<file path="src/verilog/fanout_defines.svh">
// Offsets, field positions, reset values and timing counts of the fanout control block.
// Assumes inclusion by bare name from the package and the design modules.
`ifndef FANOUT_DEFINES_SVH
`define FANOUT_DEFINES_SVH

// ****************************************
// Register map
// ****************************************
`define FO_ADDR_W 12
`define FO_OFF_CTRL 12'h000
`define FO_OFF_DIV 12'h004
`define FO_OFF_STATUS 12'h008

// ****************************************
// Fields
// ****************************************
`define FO_CTRL_SEL_BIT 0
`define FO_CTRL_EN_BIT 1
`define FO_CTRL_RESET 32'h0000_0003
`define FO_DIV_RESET 8'h00
`define FO_ST_SEL_BIT 0
`define FO_ST_GUARD_BIT 1
`define FO_ST_EN_BIT 2
`define FO_ST_READY_BIT 3

// ****************************************
// Timing
// ****************************************
`define FO_BANKS 4
`define FO_SYNC_EDGES 3'h4
`define FO_EN_STAGES 3

`endif

</file>
<file path="src/verilog/fanout_pkg.sv">
// Types shared by the fanout control block and its bank dividers.
// Assumes the defines header is on the include path.
`include "fanout_defines.svh"

package fanout_pkg;

  // ****************************************
  // Bus carriers
  // ****************************************
  typedef struct packed {
    logic psel;
    logic penable;
    logic pwrite;
    logic [`FO_ADDR_W-1:0] paddr;
    logic [31:0] pwdata;
  } apb_req_type;

  typedef struct packed {
    logic [31:0] prdata;
    logic pready;
    logic pslverr;
  } apb_rsp_type;

  // ****************************************
  // Modes and registers
  // ****************************************
  typedef enum logic [1:0] {
    DIV_BY1,
    DIV_BY2,
    DIV_BY4
  } div_sel_type;

  typedef enum logic [1:0] {
    REG_CTRL,
    REG_DIV,
    REG_STATUS,
    REG_NONE
  } reg_sel_type;

endpackage

</file>
<file path="src/verilog/bank_divider.sv">
// One output bank divider: divides the selected clock by one, two or four.
// Assumes tick_in marks a rising edge of the selected clock in the clk_in domain.
`timescale 1ns/100ps
`include "fanout_defines.svh"

module bank_divider (
  input wire logic clk_in,
  input wire logic rst_in,
  input wire logic clear_in,
  input wire logic tick_in,
  input wire logic lvl_in,
  input wire fanout_pkg::div_sel_type mode_in,
  output logic lvl_out,
  output logic idle_out
);

  // ****************************************
  // State
  // ****************************************
  typedef struct packed {
    logic [1:0] cnt;
  } div_state_type;

  div_state_type state_r;
  div_state_type state_nxt;

  always_comb begin
    state_nxt = state_r;
    if (clear_in) begin
      state_nxt.cnt = 2'h0;
    end else if (tick_in) begin
      state_nxt.cnt = state_r.cnt + 2'h1;
    end
  end

  always_ff @(posedge clk_in or posedge rst_in) begin
    if (rst_in) begin
      state_r <= '0;
    end else begin
      state_r <= state_nxt;
    end
  end

  // Bank level by mode
  always_comb begin
    case (mode_in)
      fanout_pkg::DIV_BY2: lvl_out = state_r.cnt[0];
      fanout_pkg::DIV_BY4: lvl_out = state_r.cnt[1];
      default: lvl_out = lvl_in;
    endcase
  end

  assign idle_out = (state_r.cnt == 2'h0);

endmodule

</file>
<file path="src/verilog/clock_fanout_output_control.sv">
// Output control of a two-input clock fanout with four divided banks, APB registers.
// Assumes reference clocks and pin levels are asynchronous to clk_in.
`timescale 1ns/100ps
`include "fanout_defines.svh"

module clock_fanout_output_control (
  input wire logic clk_in,
  input wire logic rst_in,
  input wire fanout_pkg::apb_req_type apb_in,
  output fanout_pkg::apb_rsp_type apb_out,
  input wire logic ref_a_in,
  input wire logic ref_b_in,
  input wire logic swing_a_ok_in,
  input wire logic swing_b_ok_in,
  input wire logic output_reset_n_in,
  output logic [`FO_BANKS-1:0] q_out,
  output logic [`FO_BANKS-1:0] qn_out
);

  // ****************************************
  // State
  // ****************************************
  typedef struct packed {
    fanout_pkg::apb_rsp_type rsp;
    logic sel_req;
    logic en_req;
    logic [7:0] div_cfg;
    logic [1:0] sync_a;
    logic [1:0] sync_b;
    logic [1:0] ok_a;
    logic [1:0] ok_b;
    logic prev_lvl;
    logic sel_cur;
    logic [`FO_EN_STAGES-1:0] en_chain;
  } core_state_type;

  typedef struct packed {
    logic [2:0] hold_cnt;
    logic [`FO_BANKS-1:0] q;
    logic [`FO_BANKS-1:0] qn;
  } out_state_type;

  core_state_type core_r;
  core_state_type core_nxt;
  out_state_type out_r;
  out_state_type out_nxt;

  logic lvl;
  logic sig_ok;
  logic tick;
  logic ready;
  logic all_idle;
  logic out_rst;
  logic [`FO_BANKS-1:0] bank_lvl;
  logic [`FO_BANKS-1:0] bank_idle;

  // ****************************************
  // Address decode
  // ****************************************
  function automatic fanout_pkg::reg_sel_type reg_decode(input logic [`FO_ADDR_W-1:0] addr);
    case (addr)
      `FO_OFF_CTRL: reg_decode = fanout_pkg::REG_CTRL;
      `FO_OFF_DIV: reg_decode = fanout_pkg::REG_DIV;
      `FO_OFF_STATUS: reg_decode = fanout_pkg::REG_STATUS;
      default: reg_decode = fanout_pkg::REG_NONE;
    endcase
  endfunction

  // ****************************************
  // Selected clock
  // ****************************************
  assign lvl = core_r.sel_cur ? core_r.sync_a[1] : core_r.sync_b[1];
  assign sig_ok = core_r.sel_cur ? core_r.ok_a[1] : core_r.ok_b[1];
  assign tick = lvl & ~core_r.prev_lvl & sig_ok;
  assign ready = (out_r.hold_cnt == `FO_SYNC_EDGES);
  assign all_idle = &bank_idle;
  assign out_rst = rst_in | ~output_reset_n_in;

  // ****************************************
  // Bank dividers
  // ****************************************
  genvar gi;
  generate
    for (gi = 0; gi < `FO_BANKS; gi++) begin : g_bank
      bank_divider u_div (
        .clk_in(clk_in),
        .rst_in(rst_in),
        .clear_in(~ready),
        .tick_in(tick),
        .lvl_in(lvl),
        .mode_in(fanout_pkg::div_sel_type'(core_r.div_cfg[2*gi +: 2])),
        .lvl_out(bank_lvl[gi]),
        .idle_out(bank_idle[gi])
      );
    end
  endgenerate

  // ****************************************
  // Core logic
  // ****************************************
  always_comb begin
    fanout_pkg::reg_sel_type rs;
    rs = reg_decode(apb_in.paddr);
    core_nxt = core_r;
    core_nxt.sync_a = {core_r.sync_a[0], ref_a_in};
    core_nxt.sync_b = {core_r.sync_b[0], ref_b_in};
    core_nxt.ok_a = {core_r.ok_a[0], swing_a_ok_in};
    core_nxt.ok_b = {core_r.ok_b[0], swing_b_ok_in};
    core_nxt.prev_lvl = lvl;
    // Switch only with all banks at count zero and the clock low or its input invalid
    if ((core_r.sel_req != core_r.sel_cur) && all_idle && (~lvl || ~sig_ok)) begin
      core_nxt.sel_cur = core_r.sel_req;
      core_nxt.prev_lvl = core_r.sel_req ? core_r.sync_a[1] : core_r.sync_b[1];
    end
    if (tick) begin
      core_nxt.en_chain = {core_r.en_chain[`FO_EN_STAGES-2:0], core_r.en_req};
    end
    // APB setup: answer in the following access cycle
    if (apb_in.psel && !apb_in.penable && !core_r.rsp.pready) begin
      core_nxt.rsp.pready = 1'b1;
      core_nxt.rsp.pslverr = (rs == fanout_pkg::REG_NONE);
      core_nxt.rsp.prdata = 32'h0000_0000;
      if (!apb_in.pwrite) begin
        case (rs)
          fanout_pkg::REG_CTRL: begin
            core_nxt.rsp.prdata[`FO_CTRL_SEL_BIT] = core_r.sel_req;
            core_nxt.rsp.prdata[`FO_CTRL_EN_BIT] = core_r.en_req;
          end
          fanout_pkg::REG_DIV: core_nxt.rsp.prdata[7:0] = core_r.div_cfg;
          fanout_pkg::REG_STATUS: begin
            core_nxt.rsp.prdata[`FO_ST_SEL_BIT] = core_r.sel_cur;
            core_nxt.rsp.prdata[`FO_ST_GUARD_BIT] = ~sig_ok;
            core_nxt.rsp.prdata[`FO_ST_EN_BIT] = core_r.en_chain[`FO_EN_STAGES-1];
            core_nxt.rsp.prdata[`FO_ST_READY_BIT] = ready;
          end
          default: core_nxt.rsp.prdata = 32'h0000_0000;
        endcase
      end
    end else if (apb_in.psel && apb_in.penable && core_r.rsp.pready) begin
      core_nxt.rsp.pready = 1'b0;
      core_nxt.rsp.pslverr = 1'b0;
      if (apb_in.pwrite) begin
        case (rs)
          fanout_pkg::REG_CTRL: begin
            core_nxt.sel_req = apb_in.pwdata[`FO_CTRL_SEL_BIT];
            core_nxt.en_req = apb_in.pwdata[`FO_CTRL_EN_BIT];
          end
          fanout_pkg::REG_DIV: core_nxt.div_cfg = apb_in.pwdata[7:0];
          default: core_nxt.div_cfg = core_r.div_cfg;
        endcase
      end
    end
  end

  always_ff @(posedge clk_in or posedge rst_in) begin
    if (rst_in) begin
      core_r <= '0;
      core_r.sel_req <= 1'(`FO_CTRL_RESET >> `FO_CTRL_SEL_BIT);
      core_r.en_req <= 1'(`FO_CTRL_RESET >> `FO_CTRL_EN_BIT);
      core_r.div_cfg <= `FO_DIV_RESET;
      core_r.sel_cur <= 1'b1;
    end else begin
      core_r <= core_nxt;
    end
  end

  // ****************************************
  // Output stage
  // ****************************************
  always_comb begin
    out_nxt = out_r;
    if (sig_ok) begin
      if (!ready) begin
        if (tick) begin
          out_nxt.hold_cnt = out_r.hold_cnt + 3'h1;
        end
        out_nxt.q = '0;
      end else if (core_r.en_chain[`FO_EN_STAGES-1]) begin
        out_nxt.q = bank_lvl;
      end else begin
        out_nxt.q = '0;
      end
      out_nxt.qn = ~out_nxt.q;
    end
    // Without a valid input the outputs are held as they stand
  end

  always_ff @(posedge clk_in or posedge out_rst) begin
    if (out_rst) begin
      out_r.hold_cnt <= 3'h0;
      out_r.q <= '0;
      out_r.qn <= '1;
    end else begin
      out_r <= out_nxt;
    end
  end

  assign q_out = out_r.q;
  assign qn_out = out_r.qn;
  assign apb_out = core_r.rsp;

endmodule

</file>
<file path="config.mk">
export PLATFORM = sky130hd
export DESIGN_NAME = clock_fanout_output_control
export DESIGN_NICKNAME = d
export VERILOG_FILES = /design/src/verilog/fanout_pkg.sv /design/src/verilog/bank_divider.sv /design/src/verilog/clock_fanout_output_control.sv
export VERILOG_INCLUDE_DIRS = /design/src /design/src/verilog
export SDC_FILE = /design/constraint.sdc
export NUM_CORES = 1
export LEC_CHECK = 0
export ABC_AREA = 0
export BUFFER_PORTS_ARGS = -buffer_cell sky130_fd_sc_hd__buf_2
export CORE_ASPECT_RATIO = 0.5
export CORE_MARGIN = 10
export CORE_UTILIZATION = 46
export CTS_CLUSTER_DIAMETER = 60
export DETAILED_ROUTE_END_ITERATION = 10
export PLACE_DENSITY_LB_ADDON = 0.12
export SLEW_MARGIN = 20
export SYNTH_ARGS = -nofsm -noshare
export SYNTH_HDL_FRONTEND = slang
export SYNTH_SLANG_ARGS = --single-unit
</file>
<file path="constraint.sdc">
create_clock -name clk_in -period 1.65 [get_ports clk_in]
set_input_delay 0.165 -clock clk_in [delete_from_list [all_inputs] [get_ports clk_in]]
set_output_delay 0.165 -clock clk_in [all_outputs]
set_load 0.01 [all_outputs]
</file>
Word level (Yosys, flattened, before mapping)
Cells that the tools add are included.
- muxes and demuxes: 29
- bitwise operators: 10
- reductions and logical operators: 20
- eq/ne operators: 16
- add/subtract/negate cells: 5
- operators with widths (cell ; count):
    $mux W2 ; 11
    $mux W4 ; 4
    $mux W8 ; 2
    $eq A12 B3 Y1 const B ; 1
    $eq A12 B4 Y1 const B ; 1
    $eq A2 B2 Y1 const B ; 6
    $logic_not A12 Y1 ; 1
    $mux W12 ; 1
    $pmux W2 S3 ; 2
    $reduce_and A4 Y1 ; 3
    $eq A2 B1 Y1 const B ; 5
    $logic_not A2 Y1 ; 5
    $mux W10 ; 1
    $add A2 B1 Y2 const B ; 4
    $pmux W1 S2 ; 4
    $logic_and A1 B1 Y1 ; 6
    $not A1 Y1 ; 6
    $not A4 Y4 ; 1
    $pmux W2 S2 ; 1
    $add A3 B1 Y3 const B ; 1
    $eq A3 B3 Y1 const B ; 1
    $mux W1 ; 3
    $reduce_and A3 Y1 ; 1
    $and A1 B1 Y1 ; 2
    6 further kinds ; 7
- word-level logic and storage cells: 100
- register bits after elaboration: 76
- output and inout bits: 42
- input port bits: 54

Depth between registers and ports, before layout
- depth in word-level cells: 7
- gate-level depth with buffers: 8

Modules after synthesis
Synthesis repeated with hierarchy kept, for this count alone.
- cells, all modules: 270
- area total of the unflattened synthesis: 2865.2 sq um
- modules (own cells, without submodules) (module ; area each (sq um) ; times used ; cells each):
    clock_fanout_output_control ; 2269.7 ; 1 ; 202
    bank_divider ; 148.9 ; 4 ; 17

Least setup slack after synthesis
OpenSTA, ideal clock, no wires.
- path type: input -> register
- from: input apb_in[43] in the netlist's numbering
- to: register core_r[21] in the netlist's numbering
- path buffers: 0
- library setup time: 85 ps
- arrival: 1859 ps
- stages on the path: 8
- path slack: -294 ps
- data required time: 1565 ps
- cells stage by stage: nor4_4 nand3_1 nor3b_1 inv_1 ha_1 a41o_1 a21bo_1 mux2_1
- word-level cells in the longest chain between the ends: 4
- elaborated cells between the ends (all ways): 6
- classes of those cells: eq/ne (2); mux (1); reduce/logical (3)
- RTL lines (item ; RTL line ; RTL):
    start, declared ; clock_fanout_output_control.sv:9 ; input wire fanout_pkg::apb_req_type apb_in,
    $eq A12 B4 Y1 (tied with other cells) ; clock_fanout_output_control.sv:61 ; case (addr)
    $pmux W2 S3 (*) ; clock_fanout_output_control.sv:61 ;
    $logic_not A2 Y1 (*) ; clock_fanout_output_control.sv:143 ; case (rs)
    $reduce_and A4 Y1 (no line) (*) ; - ;
    end signal, assigned ; clock_fanout_output_control.sv:163 ; core_r <= core_nxt;
    end, declared ; clock_fanout_output_control.sv:43 ; core_state_type core_r;
Mark *: on every way between the ends. The rest lies on a longest branch, timed or not.
A chain may end at the register's enable or synchronous reset.

Worst setup path after layout
- from: input apb_in[40] in the netlist's numbering
- to: register core_r[21] in the netlist's numbering
The elaborated chain is that of the path after synthesis.

==> impl_metrics.yaml <==
yosys:
  synth.yosys.seq_area_share_pct: 46.0
  synthArstFlopShare_pct: 100
  synth_top_area_share_pct: 39.6
  syn_area_um2: 2850
  postSynthAreaPerCell_um2: 10.9
  synth.distinct_cells: 44
  netlist_instances: 260
  synth_flop_cell: "dfrtp_1"
  yosys-top-cells-count: "dfrtp_1 (45), buf_4 (44), inv_1 (23), nor2_1 (19), nand2_1 (18)"
  synth_area_leader_cell: "dfrtp_1"
  yosys_register_bits: 52
  ys_warn_count: 0
  synth_most_common_cell: "dfrtp_1"
  synth_edf_count: 0
  synth.area.top_cells: "dfrtp_1 (40%), buf_4 (12%), ha_1 (7.5%)"
place:
  placed_cells: 392
  port_buffers: 47
  hpwl_mm: 4.69
  gp_congestion: 0.708
timing:
  setup_ws_ns: -0.0448
  rsz0062_at_grt: "yes"
  max_freq_ghz: 0.590
  min_period_over_period_pct: 103
  hold_slack_ns: 0.00648
  hold_violations: 0
  finalSetupViolations: 2
  fin_crit_ns: 1.69
  drv_slew: 0
  worst_pin_slew_ns: 0.539
  max_slew_margin_pct: 64.1
  fin_skew_ns: 0.00660
clock_network:
  clkLatencyLatePin_ns: 0.28
  clk_path_buf_depth: 2
  cts_tree: "done"
  numCtsBuffers: 5
  htree_num_levels: 2
  cts.sinks: 52
  root_buffer: "clkbuf_16"
  clk_pin_slew_worst_paths_ns: 0.06
layout:
  antenna_cells: 0
  final_cell_count_no_fill: 409
  final_util_pct: 57.1
  drive_gt1_share_pct: 36.4
  seq_area_um2: 1310
  multi_input_area_um2: 1310
  areaGrowthSynthToFinish_pct: 21.1
  fill_cells: 524
  nNetsFinal: 391
setup_path:
  crit_chain: "buf_6 -> nor4_4 -> nand3_1 -> nor3b_2 -> inv_1 -> ha_2 -> a41o_1 -> a21bo_1 -> mux2_4"
  crit_path_end_kind: "flop"
  crit_fanout: 3
  ff2ff_path_depth: 5
  crit_required_ns: 1.86
  slowest_stage: "nor4_4"
  r2r_end: "q_out[0]"
  worstPathArrival_ns: 1.90
  ff2ff_setup_slack_ns: 0.11
  path_class: "input pin to flop"
  r2r_start: "core_r[3]"
  critPathLaunchType: "input pin"
  slowest_delay_ns: 0.32
drt:
  via_per_inst: 4.72
  routed-via-count: 1932
  dr.pass1.iters: 4
  drc: 0
  drtAntennaViolNets: 0
  finalWirelength_mm: 6.19
  drtIter0Drc: 107
  routedWlPerCell_um: 15.1
floorplan:
  coreArea_um2: 6030
  ioPinCount: 96
  fp-row-count: 20
  start_util_pct: 47.2
  fp.dieH_um: 75.6
  die_area_um2: 9920
  die_x_um: 131
global_route:
  grt-ovfl-total: 0
  grt_max_degree: 42
  grt_use_total_pct: 12.7
  grt_antenna_before_repair: 0
  grt_pass1_wl_mm: 10.2
  grt_pass1_vias: 2079
flow_run:
  max_cap_violations: 0
pwr:
  p_leak_nw: 1.67
  p_total_w: 0.00283
  power_density_nw_per_um2: 821
  vdd_ir_drop_max_mv: 0.430
worst_hold_path:
  hold_path.class: "input pin to asynchronous set/reset pin"
outcome:
  violations: "setup timing"
  status: "finished with violations"
-- cells in the final DEF, fill, tap and decap left out, types with 2 or more instances in the layout --
master / n
a211oi_2: 3
a21o_1: 4
a221oi_1: 4
and4_1: 2
buf_2: 43
buf_4: 19
buf_6: 7
clkbuf_1: 2
clkbuf_16: 5
conb_1: 24
dfrtp_1: 45
dfstp_2: 7
dlygate4sd3_1: 6
ha_1: 14
ha_4: 2
inv_1: 23
mux2_2: 13
mux2_4: 2
mux2i_1: 8
nand2_1: 17
nand3_1: 3
nand3b_1: 2
nand4_1: 2
nor2_1: 19
nor2b_1: 2
nor4_4: 2
o21ai_0: 2
o21ai_1: 4
o41ai_2: 2
xnor2_1: 6
xor2_1: 2
-- flip-flops by register name (all words and copies together) (netlist names) --
name                  flops
core_r                   19
apb_out                  10
g_bank.u_div.state_r      8
core_nxt                  4
q_out                     4
qn_out                    4
out_r                     3
-- power by group --
| group | leakage [nW] | switching, W | internal, W |
|---|---|---|---|
| combinational | 0.931 | 0.000252 | 0.000190 |
| sequential | 0.671 | 0.0000574 | 0.00134 |
| clock | 0.0679 | 0.000428 | 0.000561 |
| total | 1.67 | 0.000738 | 0.00209 |
-- layer usage --
metal	GRT usage, %	wire length, um
met5	0	0
met4	2.60	43
met3	4.87	490
met2	19.7	2510
met1	16.6	3140
-- stage by stage --
step	setup slack, ns	cell area [um^2]	setup TNS (ns)
after CTS	-0.0434	3340	-0.183
after floorplan	-0.214	2940	-0.715
after detailed placement	-0.354	3100	-5.49
after global routing	-0.150	3450	-0.575
after global placement	-0.314	3100	-4.91
final	-0.0448	3450	-0.0895
-- how the worst max path moves through the flow --
stage | startpoint | end | slack [ns]
6_report | apb_in[40] | core_r[21] | -0.04
5_1_grt | apb_in[42] | core_r[21] | -0.15
4_1_cts | apb_in[41] | core_r[21] | -0.04
3_5_place_dp | apb_in[32] | core_r[22] | -0.35
3_3_place_gp | apb_in[32] | core_r[22] | -0.31
2_1_floorplan | apb_in[32] | core_r[21] | -0.21
-- critical path: cells and delay by family --
family	cells	cell delay, ns
buffers and inverters	2	0.17
adders and majority gates	1	0.19
AOI/OAI and AO/OA	2	0.40
and+or+nand+nor	3	0.68
muxes	1	0.30
-- layout make-up --
class	instances	area share [%]
Clock buffer	7	3.85
Clock inverter	1	0.145
Inverter	23	2.51
Multi-Input combinational cell	163	37.9
Sequential cell	52	38.0
Tap cell	88	3.20
Timing Repair Buffer	75	14.4
-- what timing repair did --
action	4_1_cts	5_1_grt
pin swaps	5	12
setup endpoints to repair	21	22
hold buffers	6	0
buffers inserted	1	4
cloned	0	0
resized for setup	8	18
endpoints found under the hold margin	11	0
-- cells by family (layout without fill, tap and decap cells) --
kind of cell / Yosys count / count (layout) / synth area share, %
AO/OA/AOI/OAI: 34 / 34 / 9.15
XOR/XNOR: 8 / 8 / 2.46
adder cells (fa/ha/maj): 17 / 17 / 7.48
buffers and inverters: 68 / 106 / 14.8
flip-flops: 52 / 52 / 46.0
multiplexers: 23 / 23 / 8.75
other: 1 / 24 / 0.132
AND/OR/NAND/NOR: 57 / 57 / 11.2
(Power assumes the default switching activity.)
